$ cat src/dau_pkg.sv
// Purpose: Shared constants and types of the DMA address update block
// Assumes: APB register access, 32-bit data
// Notes: Offsets are byte addresses
package dau_pkg;
  localparam int ADDR_W = 32;
  localparam int PADDR_W = 8;
  localparam logic [7:0] OFF_ADDR_CTRL = 8'h00;
  localparam logic [7:0] OFF_MODE = 8'h04;
  localparam logic [7:0] OFF_SRC_ADDR = 8'h08;
  localparam logic [7:0] OFF_DST_ADDR = 8'h0C;
  localparam logic [7:0] OFF_OFFSET = 8'h10;
  localparam logic [7:0] OFF_IRQ_STATUS = 8'h14;
  localparam logic [7:0] OFF_IRQ_MASK = 8'h18;
  // Address control fields
  localparam int SRC_SEL_LSB = 20;
  localparam int DST_SEL_LSB = 16;
  localparam int SRC_OVF_IE_BIT = 15;
  localparam int AREA_LSB = 8;
  localparam int AREA_W = 5;
  localparam logic [31:0] ADDR_CTRL_WMASK = 32'h0033_9F00;
  localparam logic [31:0] ADDR_CTRL_RST = 32'h0000_0000;
  localparam logic [4:0] AREA_MIN = 5'h01;
  localparam logic [4:0] AREA_MAX = 5'h1A;
  // Mode register fields
  localparam int CTE_BIT = 0;
  localparam int END_FLAG_BIT = 1;
  localparam int BLK_BIT = 2;
  localparam int SGL_BIT = 3;
  localparam int SGL_SRC_BIT = 4;
  localparam int SIZE_LSB = 8;
  localparam logic [1:0] SIZE_BYTE = 2'h0;
  localparam logic [1:0] SIZE_WORD = 2'h1;
  localparam logic [1:0] SIZE_LONG = 2'h2;
  localparam logic [2:0] STEP_BYTE = 3'h1;
  localparam logic [2:0] STEP_WORD = 3'h2;
  localparam logic [2:0] STEP_LONG = 3'h4;
  localparam logic [31:0] WORD_RST = 32'h0000_0000;
  // Interrupt events
  localparam int IRQ_N = 2;
  localparam int EV_SRC_STOP = 0;
  localparam int EV_AREA_WRAP = 1;
  typedef enum logic [1:0] {
    UPD_FIXED = 2'h0,
    UPD_OFFSET = 2'h1,
    UPD_INC = 2'h2,
    UPD_DEC = 2'h3
  } dau_upd_t;
  typedef enum logic [1:0] {
    S_RUN = 2'h1,
    S_PEND = 2'h2
  } dau_state_t;
endpackage

$ cat src/dau_upd_if.sv
// Purpose: Carrier between channel control and one address updater
// Assumes: Updater is purely combinational
// Notes: One instance per address register
`timescale 1ns/1ps
`default_nettype none
interface dau_upd_if #(parameter int AW = 32);
  logic [AW-1:0] addr;
  logic [AW-1:0] offset;
  logic [AW-1:0] area_mask;
  logic [1:0] sel;
  logic [2:0] step;
  logic area_en;
  logic [AW-1:0] next_addr;
  logic ovf;
  modport ctrl (output addr, offset, area_mask, sel, step, area_en, input next_addr, ovf);
  modport upd (input addr, offset, area_mask, sel, step, area_en, output next_addr, ovf);
endinterface
`default_nettype wire

$ cat src/dau_addr_upd.sv
// Purpose: Next address for one address register after an access
// Assumes: Area mask is all ones over the updated low bits
// Notes: Overflow wraps to area start or end
`timescale 1ns/1ps
`default_nettype none
module dau_addr_upd
  import dau_pkg::*;
#(
  parameter int AW = 32
) (
  dau_upd_if.upd u
);
  logic [AW-1:0] raw;
  logic [AW-1:0] upper;
  logic dec;
  always_comb begin
    raw = u.addr;
    dec = 1'b0;
    unique case (u.sel)
      UPD_FIXED: raw = u.addr;
      UPD_OFFSET: raw = u.addr + u.offset;
      UPD_INC: raw = u.addr + AW'(u.step);
      UPD_DEC: begin
        raw = u.addr - AW'(u.step);
        dec = 1'b1;
      end
    endcase
    upper = u.addr & ~u.area_mask;
    u.ovf = u.area_en && (((raw ^ u.addr) & ~u.area_mask) != '0);
    if (u.ovf) begin
      u.next_addr = dec ? (upper | u.area_mask) : upper;
    end else begin
      u.next_addr = u.area_en ? (upper | (raw & u.area_mask)) : raw;
    end
  end
endmodule
`default_nettype wire

$ cat src/dau_irq.sv
// Purpose: Sticky event status, mask and one level interrupt
// Assumes: Events are one-cycle pulses
// Notes: Status clears by writing one; a new event wins over the clear
`timescale 1ns/1ps
`default_nettype none
module dau_irq
  import dau_pkg::*;
#(
  parameter int N = 2
) (
  input wire logic clk,
  input wire logic rstn,
  input wire logic [N-1:0] evt,
  input wire logic clr_we,
  input wire logic mask_we,
  input wire logic [N-1:0] wdata,
  output logic [N-1:0] status,
  output logic [N-1:0] mask,
  output logic irq
);
  logic [N-1:0] status_q, status_d, mask_q, mask_d;
  generate
    if (N < 1 || N > 32) begin : g_bad
      $error("dau_irq: N must be 1 to 32");
    end
  endgenerate
  always_comb begin
    status_d = (status_q & ~(clr_we ? wdata : '0)) | evt;
    mask_d = mask_we ? wdata : mask_q;
  end
  always_ff @(posedge clk) begin
    if (!rstn) begin
      status_q <= '0;
      mask_q <= '0;
    end else begin
      status_q <= status_d;
      mask_q <= mask_d;
    end
  end
  assign status = status_q;
  assign mask = mask_q;
  assign irq = |(status_q & mask_q);
endmodule
`default_nettype wire

$ cat src/dau_top.sv
// Purpose: Per-channel DMA address update and source area overflow stop
// Assumes: Sequencer pulses access_done per access and block_end per block
// Notes: APB slave with zero wait states
//
// Chosen here: the register offsets and register access over APB.
`timescale 1ns/1ps
`default_nettype none
// Summary of operation
// - Source select 00 holds address; 01 adds programmed offset each access
// - Source select 10 adds access size, 11 subtracts it, each access
// - Single address mode ignores source select unless source register is used
// - Destination select 00 holds address; 01 adds offset each access
// - Destination select 10 adds access size, 11 subtracts it, each access
// - Single address mode ignores destination select unless destination is used
// - Enabled source area overflow clears transfer enable; enable resets to 0
// - Same overflow sets end status flag to request the interrupt
// - In block mode the stop waits until the current block completes
// - Setting enable again resumes from saved addresses, no restart
// - Overflow interrupt enable ignored when no source area is configured
// - Control bits 19, 18, 14, 13 read zero and ignore writes
// - Area overflow wraps to start when adding, to end when subtracting
module dau_top
  import dau_pkg::*;
#(
  parameter int AW = ADDR_W
) (
  input wire logic clk,
  input wire logic rstn,
  input wire logic psel,
  input wire logic penable,
  input wire logic pwrite,
  input wire logic [PADDR_W-1:0] paddr,
  input wire logic [31:0] pwdata,
  output logic [31:0] prdata,
  output logic pready,
  output logic pslverr,
  input wire logic access_done,
  input wire logic block_end,
  output logic [AW-1:0] src_addr,
  output logic [AW-1:0] dst_addr,
  output logic channel_transfer_enable,
  output logic channel_end_status_flag,
  output logic irq
);
  generate
    if (AW != 32) begin : g_bad
      $error("dau_top: AW must be 32");
    end
  endgenerate

  logic [31:0] ctrl_q, ctrl_d;
  logic cte_q, cte_d;
  logic end_flag_q, end_flag_d;
  logic blk_q, blk_d;
  logic sgl_q, sgl_d;
  logic sgl_src_q, sgl_src_d;
  logic [1:0] size_q, size_d;
  logic [AW-1:0] src_q, src_d;
  logic [AW-1:0] dst_q, dst_d;
  logic [AW-1:0] off_q, off_d;
  logic [31:0] prdata_q, prdata_d;
  dau_state_t st_q, st_d;

  logic wr, rd_setup, hit;
  logic wr_ctrl, wr_mode, wr_src, wr_dst, wr_off, wr_stat, wr_mask;
  logic [IRQ_N-1:0] irq_status, irq_mask, irq_evt;
  logic [AREA_W-1:0] area_code;
  logic area_en;
  logic [AW-1:0] area_mask;
  logic [2:0] step;
  logic [1:0] src_sel, dst_sel;
  logic step_ok, src_ovf_en, stop;

  dau_upd_if #(.AW(AW)) s_if ();
  dau_upd_if #(.AW(AW)) d_if ();

  // Bus decode
  assign wr = psel & penable & pwrite;
  assign rd_setup = psel & ~penable & ~pwrite;
  always_comb begin
    hit = 1'b1;
    unique case (paddr)
      OFF_ADDR_CTRL, OFF_MODE, OFF_SRC_ADDR, OFF_DST_ADDR,
      OFF_OFFSET, OFF_IRQ_STATUS, OFF_IRQ_MASK: hit = 1'b1;
      default: hit = 1'b0;
    endcase
  end
  assign wr_ctrl = wr && paddr == OFF_ADDR_CTRL;
  assign wr_mode = wr && paddr == OFF_MODE;
  assign wr_src = wr && paddr == OFF_SRC_ADDR;
  assign wr_dst = wr && paddr == OFF_DST_ADDR;
  assign wr_off = wr && paddr == OFF_OFFSET;
  assign wr_stat = wr && paddr == OFF_IRQ_STATUS;
  assign wr_mask = wr && paddr == OFF_IRQ_MASK;
  assign pready = 1'b1;
  assign pslverr = psel & penable & ~hit;

  // Source extended area: size 2^(code+1) bytes
  assign area_code = ctrl_q[AREA_LSB +: AREA_W];
  assign area_en = (area_code >= AREA_MIN) && (area_code <= AREA_MAX);
  assign area_mask = ~({AW{1'b1}} << (area_code + 5'h01));

  always_comb begin
    step = STEP_BYTE;
    unique case (size_q)
      SIZE_WORD: step = STEP_WORD;
      SIZE_LONG: step = STEP_LONG;
      default: step = STEP_BYTE;
    endcase
  end

  // Effective update selects
  always_comb begin
    src_sel = ctrl_q[SRC_SEL_LSB +: 2];
    dst_sel = ctrl_q[DST_SEL_LSB +: 2];
    if (sgl_q && !sgl_src_q) begin
      src_sel = UPD_FIXED;
    end
    if (sgl_q && sgl_src_q) begin
      dst_sel = UPD_FIXED;
    end
  end

  // Source updater
  assign s_if.addr = src_q;
  assign s_if.offset = off_q;
  assign s_if.sel = src_sel;
  assign s_if.step = step;
  assign s_if.area_en = area_en;
  assign s_if.area_mask = area_mask;
  dau_addr_upd #(.AW(AW)) u_src (
    .u(s_if.upd)
  );

  // Destination updater, no extended area on this side
  assign d_if.addr = dst_q;
  assign d_if.offset = off_q;
  assign d_if.sel = dst_sel;
  assign d_if.step = step;
  assign d_if.area_en = 1'b0;
  assign d_if.area_mask = '0;
  dau_addr_upd #(.AW(AW)) u_dst (
    .u(d_if.upd)
  );

  assign step_ok = access_done & cte_q;
  assign src_ovf_en = ctrl_q[SRC_OVF_IE_BIT] & area_en;

  // Overflow stop sequencing
  always_comb begin
    st_d = st_q;
    stop = 1'b0;
    unique case (st_q)
      S_RUN: begin
        if (step_ok && s_if.ovf && src_ovf_en) begin
          if (blk_q) begin
            st_d = S_PEND;
          end else begin
            stop = 1'b1;
          end
        end
      end
      S_PEND: begin
        if (block_end) begin
          stop = 1'b1;
          st_d = S_RUN;
        end
      end
      default: st_d = S_RUN;
    endcase
  end

  // Register next values
  always_comb begin
    ctrl_d = ctrl_q;
    if (wr_ctrl) begin
      ctrl_d = pwdata & ADDR_CTRL_WMASK;
    end
    cte_d = cte_q;
    blk_d = blk_q;
    sgl_d = sgl_q;
    sgl_src_d = sgl_src_q;
    size_d = size_q;
    if (wr_mode) begin
      cte_d = pwdata[CTE_BIT];
      blk_d = pwdata[BLK_BIT];
      sgl_d = pwdata[SGL_BIT];
      sgl_src_d = pwdata[SGL_SRC_BIT];
      size_d = pwdata[SIZE_LSB +: 2];
    end
    if (stop) begin
      cte_d = 1'b0;
    end
    end_flag_d = (end_flag_q & ~(wr_mode & pwdata[END_FLAG_BIT])) | stop;
    src_d = src_q;
    if (step_ok) begin
      src_d = s_if.next_addr;
    end
    if (wr_src) begin
      src_d = pwdata;
    end
    dst_d = dst_q;
    if (step_ok) begin
      dst_d = d_if.next_addr;
    end
    if (wr_dst) begin
      dst_d = pwdata;
    end
    off_d = wr_off ? pwdata : off_q;
  end

  // Read data captured in the setup phase
  always_comb begin
    prdata_d = prdata_q;
    if (rd_setup) begin
      prdata_d = 32'h0000_0000;
      unique case (paddr)
        OFF_ADDR_CTRL: prdata_d = ctrl_q;
        OFF_MODE: begin
          prdata_d[CTE_BIT] = cte_q;
          prdata_d[END_FLAG_BIT] = end_flag_q;
          prdata_d[BLK_BIT] = blk_q;
          prdata_d[SGL_BIT] = sgl_q;
          prdata_d[SGL_SRC_BIT] = sgl_src_q;
          prdata_d[SIZE_LSB +: 2] = size_q;
        end
        OFF_SRC_ADDR: prdata_d = src_q;
        OFF_DST_ADDR: prdata_d = dst_q;
        OFF_OFFSET: prdata_d = off_q;
        OFF_IRQ_STATUS: prdata_d[IRQ_N-1:0] = irq_status;
        OFF_IRQ_MASK: prdata_d[IRQ_N-1:0] = irq_mask;
        default: prdata_d = 32'h0000_0000;
      endcase
    end
  end

  // Addresses are never reset by a stop, so a re-enable resumes
  always_ff @(posedge clk) begin
    if (!rstn) begin
      ctrl_q <= ADDR_CTRL_RST;
      cte_q <= 1'b0;
      end_flag_q <= 1'b0;
      blk_q <= 1'b0;
      sgl_q <= 1'b0;
      sgl_src_q <= 1'b0;
      size_q <= SIZE_BYTE;
      src_q <= WORD_RST;
      dst_q <= WORD_RST;
      off_q <= WORD_RST;
    end else begin
      ctrl_q <= ctrl_d;
      cte_q <= cte_d;
      end_flag_q <= end_flag_d;
      blk_q <= blk_d;
      sgl_q <= sgl_d;
      sgl_src_q <= sgl_src_d;
      size_q <= size_d;
      src_q <= src_d;
      dst_q <= dst_d;
      off_q <= off_d;
    end
  end

  // Read data register
  always_ff @(posedge clk) begin
    if (!rstn) begin
      prdata_q <= WORD_RST;
    end else begin
      prdata_q <= prdata_d;
    end
  end

  // Overflow stop state
  always_ff @(posedge clk) begin
    if (!rstn) begin
      st_q <= S_RUN;
    end else begin
      st_q <= st_d;
    end
  end

  // Interrupt events
  assign irq_evt[EV_SRC_STOP] = stop;
  assign irq_evt[EV_AREA_WRAP] = step_ok & (s_if.ovf | d_if.ovf);
  dau_irq #(.N(IRQ_N)) u_irq (
    .clk(clk),
    .rstn(rstn),
    .evt(irq_evt),
    .clr_we(wr_stat),
    .mask_we(wr_mask),
    .wdata(pwdata[IRQ_N-1:0]),
    .status(irq_status),
    .mask(irq_mask),
    .irq(irq)
  );

  assign prdata = prdata_q;
  assign src_addr = src_q;
  assign dst_addr = dst_q;
  assign channel_transfer_enable = cte_q;
  assign channel_end_status_flag = end_flag_q;
endmodule
`default_nettype wire

$ cat config.mk
export PLATFORM = sky130hd
export DESIGN_NAME = dau_top
export DESIGN_NICKNAME = d
export VERILOG_FILES = /design/src/dau_pkg.sv /design/src/dau_upd_if.sv /design/src/dau_addr_upd.sv /design/src/dau_irq.sv /design/src/dau_top.sv
export SDC_FILE = /design/constraint.sdc
export NUM_CORES = 1
export LEC_CHECK = 0
export BUFFER_PORTS_ARGS = -buffer_cell sky130_fd_sc_hd__buf_4
export CAP_MARGIN = 20
export CORE_MARGIN = 1.5
export CORE_UTILIZATION = 30
export CTS_BUF_LIST = sky130_fd_sc_hd__clkbuf_8
export DETAILED_ROUTE_END_ITERATION = 8
export GPL_TIMING_DRIVEN = 0
export HOLD_SLACK_MARGIN = 0.12
export PLACE_DENSITY_LB_ADDON = 0.15
export SETUP_SLACK_MARGIN = 0.5
export SYNTH_ARGS = -nofsm -noshare
export SYNTH_HDL_FRONTEND = slang
export SYNTH_SLANG_ARGS = --single-unit
export TNS_END_PERCENT = 30
$ cat constraint.sdc
create_clock -name clk -period 5 [get_ports clk]
set_input_delay 1 -clock clk [delete_from_list [all_inputs] [get_ports clk]]
set_output_delay 1 -clock clk [all_outputs]
set_load 0.1 [all_outputs]
==> flow_metrics.tcl, run 1 <==
set metrics [dict create \
    status "finished, violations left" \
    violations "setup timing" \
    grt_pass1_vias 15200 \
    grt-ovfl-total 0 \
    synth-seq-cells 151 \
    hold_class "flip-flop to flip-flop" \
    slew_viol_final 0 \
    worst_slew_pin_slew_ns 1.24 \
    nNetsFinal 2276 \
    antenna_found_initial 0 \
    gp_congestion 0.968 \
    wl_per_cell_um 25.6 \
    routed_wl_um 70900 \
    synth_nets 2052 \
    syn_inst 1928 \
    fin_crit_ns 5.67 \
    synth_top_family_by_area "compound AO/OA/AOI/OAI gates" \
    ant_nets 0 \
    finalSetupViolCount 43 \
    vias_per_cell 5.96 \
    yosys_warnings 0 \
    synthAdderAreaFrac 0.0701 \
    power-per-cell-area_nw_per_um2 158 \
    fin_skew_ns 0.0282 \
    die_y_um 219 \
    cts_made_buffers 17 \
    fill_cells 4848 \
    clkSlewWorstSetupHoldPaths_ns 0.10 \
    synth.area.mux_share 0.0410 \
    synth_cell_types 97 \
    multi_input_area_um2 11200 \
    ir_drop_uv 155 \
    clock.fmax_mhz 176 \
    worstSetupPathType "flip-flop to flip-flop" \
    dp_hpwl_um 56400 \
    holdBufCountCts 0 \
    insertion_delay_ns 0.52 \
    dr.pass1.iters 8 \
    grt_pass1_wl_um 102000 \
    fp.dieW_um 219 \
    io_pins 148 \
    worst_ep_arrival_time_ns 6.05 \
    final_core_util 0.392 \
    io_buffers 146 \
    grt_max_degree 17 \
    core-area_um2 45700 \
    setup_ws_ns -0.674 \
    drive_gt1_frac 0.224 \
    vias 16500 \
    worstSetupEndpointType "flip-flop" \
    num_rows 78 \
    start_util 0.306 \
    drc 0 \
    seq_area_um2 3040 \
    diodes 0 \
    rsz0062_at_grt "yes" \
    synth-main-ff-cell "dfxtp_1" \
    htree_levels 4 \
    placedCellCount 2677 \
    max_cap_viol_count 0 \
    dieArea_um2 47900 \
    p_total_mw 2.83 \
    synth_compound_area_frac 0.317 \
    synthToLayoutAreaGrowth_pct 28.1 \
    critPathRequiredTime_ns 5.38 \
    finalHoldViolCount 0 \
    fin_area_um2 17900 \
    netlist_area_um2 14000 \
    async_flop_share 0 \
    grt_usage 0.291 \
    yosysSeqAreaShare 0.216 \
    finalCritPeriodShare 1.13 \
    cts_tree "built" \
    final_cell_mix "nand2_1, buf_4, a21oi_1, nor2_1, dfxtp_1" \
    path_max_fanout 6 \
    postSynthAreaPerCell_um2 7.24 \
    placed_cell_area_um2 16000 \
    start_kind "flip-flop" \
    cellLeakagePower_nw 7.30 \
    synth-simple-area-share 0.232 \
    drtIter0Drc 1635 \
    root_buffer "clkbuf_8" \
    synth_edf_count 0 \
    final_common_cell "nand2_1" \
    synth_xor_area_frac 0.0721 \
    relSlewSlack 0.173 \
    clock-sinks 151 \
    layout.cells.non_filler 2765 \
    clk_path_buf_depth 2 \
]
-- worst max-delay path, cell delays in order (launching register included) --
cell       delay, ns
dfxtp_4         0.36
or4_4           0.53
or2_4           0.25
or3_4           0.37
or3_4           0.34
buf_8           0.15
and2_4          0.15
a21oi_4         0.24
ha_4            0.16
buf_6           0.11
buf_4           0.11
nand4_1         0.13
buf_4           0.18
a211oi_4        0.28
o21ai_4         0.16
o21ai_2         0.19
xnor3_2         0.32
a2111oi_4       0.48
nand3_4         0.19
o21ai_4         0.34
buf_8           0.19
mux2i_1         0.20
o22ai_1         0.09
-- cell type report --
type                    instances  area share
flip-flops and latches        151       0.170
multi-input cells            1600       0.627
repair buffers                205      0.0891
inverters                      40     0.00840
clock inverters                14      0.0122
plain buffers                 137      0.0375
clock buffers                  18      0.0139
well taps                     600      0.0420
-- worst paths after layout --
kind | start | end | slack, ns | depth (start not counted)
min | st_q[1] | st_q[1] | 0.48 | 2
max | d_if.offset[9] | flip-flop | -0.67 | 22
max reg2reg | d_if.offset[9] | flip-flop | -0.67 | 22
min reg2reg | st_q[1] | st_q[1] | 0.48 | 2
-- layer usage --
metal / vias to the layer above / part of all wire / GRT usage / wire (um)
li1: 7527 / - / - / -
met1: 8079 / 0.45 / 0.399 / 31700
met2: 745 / 0.44 / 0.457 / 31300
met3: 121 / 0.069 / 0.0418 / 4920
met4: 0 / 0.043 / 0.112 / 3080
met5: - / 0 / 0 / 0
-- power by group --
part,total [mW],switching (mW),leakage (nW),internal [mW]
logic,0.440,0.290,5.85,0.149
clock network,1.18,0.567,0.230,0.611
registers,1.21,0.00573,1.22,1.21
-- what timing repair did --
| item | 4_1_cts | 5_1_grt |
|---|---|---|
| pin swaps | 49 | 53 |
| endpoints found under the setup margin | 50 | 56 |
| buffers inserted | 37 | 16 |
| cloned | 1 | 1 |
| gates resized for setup | 131 | 102 |
-- per-stage QoR --
| stage | setup slack, ns | hold WS (ns) | setup TNS (ns) |
|---|---|---|---|
| after floorplan | -0.0983 | 0.453 | -0.476 |
| after global placement | -1.62 | 0.463 | -53.71 |
| after detailed placement | -1.68 | 0.475 | -55.34 |
| after CTS | -0.538 | 0.489 | -17.98 |
| after global routing | -0.771 | 0.522 | -25.65 |
| final | -0.674 | 0.484 | -21.46 |
-- synth_stat cells, types with 7 or more instances --
cell         n  area (um^2)
a2111oi_0   10         87.6
a211oi_1    22          165
a21boi_0    37          278
a21o_1      26          195
a21oi_1    215         1080
a221o_1      8         80.1
a221oi_1    32          280
a31oi_1     23          144
and2_1      11         68.8
and3_1      20          125
buf_2       11         55.1
buf_4        8         60.1
clkbuf_1   112          420
dfxtp_1    151         3020
ha_1        75          938
inv_1       40          150
mux2_2      22          248
mux2i_1     28          280
nand2_1    283         1060
nand2b_1    16          100
nand3_1     37          185
nand4_1     12         75.1
nor2_1     170          638
nor2b_1     18          113
nor3_1      63          315
nor4_1      22          138
o211a_1     21          210
o211ai_1    44          330
o21a_1      14          105
o21ai_0    105          526
o21ai_1      9         45.0
o221ai_1     7         61.3
o22ai_1     10         62.6
or2_2        8         50.1
or3_1       14         87.6
xnor2_1     63          552
xor2_1      30          263
-- cells by family (layout without fill, tap and decap cells) --
kind of cell / Yosys count / in the layout
other: 1 / 1
AOI/OAI and AO/OA: 661 / 661
DFF: 151 / 151
adders and majority gates: 77 / 77
and+or+nand+nor: 707 / 707
muxes: 52 / 52
buffers and inverters: 177 / 414
xor gates and xnor gates: 102 / 102
Power figures use the tool's default switching activity.
==> inputs of run 2 (changes only) <==
- ABC_AREA: not set -> 1
==> flow_metrics.tcl, run 2 <==
set metrics [dict create \
    status "finished, violations left" \
    violations "DRC, setup timing" \
    async_flop_share 0 \
    insertion_delay_ns 0.53 \
    nNetsFinal 2785 \
    relSlewSlack 0.359 \
    timing.hold.ws_ns 0.471 \
    wl_met2_um 32500 \
    dr_wl_met3_um 4070 \
    synth_top_family_by_area "simple AND/OR/NAND/NOR gates" \
    dp_hpwl_um 59600 \
    grt-ovfl-total 0 \
    synth_top_area_share 0.212 \
    io_pins 148 \
    final_cell_mix "nand2_1, inv_1, a21oi_1, buf_4, nor2_1" \
    final_core_util 0.380 \
    worstSetupPathType "flip-flop to flip-flop" \
    synth-simple-area-share 0.346 \
    clock.fmax_mhz 194 \
    setup_ws_ns -0.153 \
    finalHoldViolCount 0 \
    clock-sinks 151 \
    worstSetupPathDepth 29 \
    synthToLayoutAreaGrowth_pct 24.6 \
    max_cap_viol_count 0 \
    p_total_mw 2.56 \
    io_buffers 146 \
    vias 17400 \
    yosys.area.top_type "dfxtp_1" \
    worst_ep_arrival_time_ns 5.53 \
    drive_gt1_frac 0.164 \
    top_layer "met4" \
    dieArea_um2 48800 \
    path_max_fanout 10 \
    crit_start "sgl_src_q" \
    clkSlewWorstSetupHoldPaths_ns 0.10 \
    final_common_cell "nand2_1" \
    place_ws_ns -1.25 \
    dr.pass1.iters 8 \
    fin_area_um2 17800 \
    vias_per_cell 5.30 \
    slew_viol_final 0 \
    clk_path_buf_depth 2 \
    crit-reg2reg-launch "sgl_src_q" \
    start_util 0.305 \
    drtIter0Drc 1591 \
    drc 7 \
    synth_top_cells_by_count "nand2_1, inv_1, a21oi_1" \
    cts_made_buffers 17 \
    placedCellCount 3208 \
    routed_wl_um 72700 \
    fill_cells 5290 \
    root_buffer "clkbuf_8" \
    fin_crit_ns 5.15 \
    wl_per_cell_um 22.2 \
    synth-seq-cells 151 \
    num_rows 79 \
    die_y_um 221 \
    worstSetupEndpointType "flip-flop" \
    start_kind "flip-flop" \
    ant_nets 0 \
    grt_pass1_vias 16400 \
    synth_nets 2579 \
    yosys-top-cells-area "dfxtp_1, nand2_1, inv_1" \
    grt_usage 0.289 \
    r2r_cells 29 \
    yosysSeqAreaShare 0.212 \
    cts_tree "built" \
    cellLeakagePower_nw 8.46 \
    grt_max_degree 17 \
    synth_cell_types 62 \
    cpLargestDelayFamily "simple AND/OR/NAND/NOR gates" \
    rsz0062_at_grt "yes" \
    critPathMostFrequentCell "nand2_1" \
    syn_inst 2455 \
    synth_compound_area_frac 0.212 \
    htree_levels 4 \
    synth-main-ff-cell "dfxtp_1" \
    layout.cells.non_filler 3281 \
    fin_skew_ns 0.0174 \
    postSynthAreaPerCell_um2 5.80 \
    holdBufCountCts 0 \
    wl_met1_um 33200 \
    core-area_um2 46800 \
    placed_cell_area_um2 16100 \
    fin_tns_setup_ns -3.89 \
    synth.area.mux_share 0.000702 \
    grt_pass1_wl_um 106000 \
    fp.dieW_um 221 \
    hold_class "flip-flop to flip-flop" \
    netlist_area_um2 14200 \
    gp_congestion 0.961 \
    yosys_warnings 0 \
    crit_path_max_incr_delay_ns 0.41 \
    finalSetupViolCount 36 \
    ff2ff_setup_slack_ns -0.15 \
    power-per-cell-area_nw_per_um2 144 \
    antenna_found_initial 0 \
    diodes 0 \
    synthAdderAreaFrac 0.0687 \
    crit_buf_inv 6 \
    yosysMostFrequentCell "nand2_1" \
    critPathRequiredTime_ns 5.38 \
    ir_drop_uv 122 \
    slowest_stage "ha_1" \
    synth_edf_count 0 \
    worst_slew_pin_slew_ns 0.960 \
    synth_xor_area_frac 0.0362 \
    finalCritPeriodShare 1.03 \
]
-- run 2: cell types whose count changed after synthesis, sizes merged, moves of 26 or more --
cell    previous run  this run
a21boi            39         7
a21o              26         0
clkbuf           112        62
inv               40       362
mux2i             28         1
nand2            283       752
nand3             38       138
nand4             12        46
nor3              63        25
o211ai            44         3
o21ai            117       188
xnor2             64        12
-- run 2: tightest hold or removal path, stage by stage, from the launching register on --
cell     delay (ns)
dfxtp_1        0.32
nand2_1        0.06
a21oi_1        0.05
-- run 2: layout make-up --
| type | instances | area (um^2) | area share |
|---|---|---|---|
| Buffer | 86 | 434 | 0.0245 |
| Clock inverter | 15 | 109 | 0.00613 |
| Timing Repair Buffer | 187 | 1480 | 0.0836 |
| Tap cell | 607 | 759 | 0.0428 |
| Sequential cell | 151 | 3030 | 0.171 |
| Inverter | 366 | 1400 | 0.0787 |
| Clock buffer | 17 | 234 | 0.0132 |
| Multi-Input combinational cell | 1852 | 10300 | 0.581 |
-- run 2: what timing repair did --
action,4_1_cts,5_1_grt
endpoints found under the setup margin,53,51
pin swaps,37,61
gates resized for setup,119,125
gates cloned,1,3
setup buffers,25,12
-- run 2: logic make-up (layout without fill, tap and decap cells) --
kind of cell / Yosys count / count (layout)
buffers and inverters: 452 / 671
adders and majority gates: 77 / 77
muxes: 1 / 1
DFF: 151 / 151
AOI/OAI and AO/OA: 538 / 538
other: 1 / 1
xor gates and xnor gates: 58 / 58
and+or+nand+nor: 1177 / 1177
-- run 2: worst min path at each step --
stage	startpoint	endpoint	slack (ns)	cells past startpoint
3_3_place_gp	prdata[31]	prdata[31]	0.46	2
3_5_place_dp	prdata[7]	prdata[7]	0.46	2
6_report	prdata[25]	prdata[25]	0.47	2
5_1_grt	prdata[25]	prdata[25]	0.49	2
2_1_floorplan	u_irq.mask[1]	u_irq.mask[1]	0.44	2
4_1_cts	prdata[7]	prdata[7]	0.47	2
-- run 2: layer usage --
metal  global-route usage  vias up
met2                0.469      607
met1                0.396     8233
li1                     -     8444
met3               0.0283      117
met5                    0        -
met4                0.104        0
-- run 2: power breakdown --
| part | leakage [nW] | internal, mW | switching (mW) | total, mW |
|---|---|---|---|---|
| clock | 0.165 | 0.343 | 0.574 | 0.916 |
| sequential | 1.22 | 1.20 | 0.00176 | 1.20 |
| combinational | 7.08 | 0.141 | 0.300 | 0.441 |
| total | 8.46 | 1.69 | 0.876 | 2.56 |
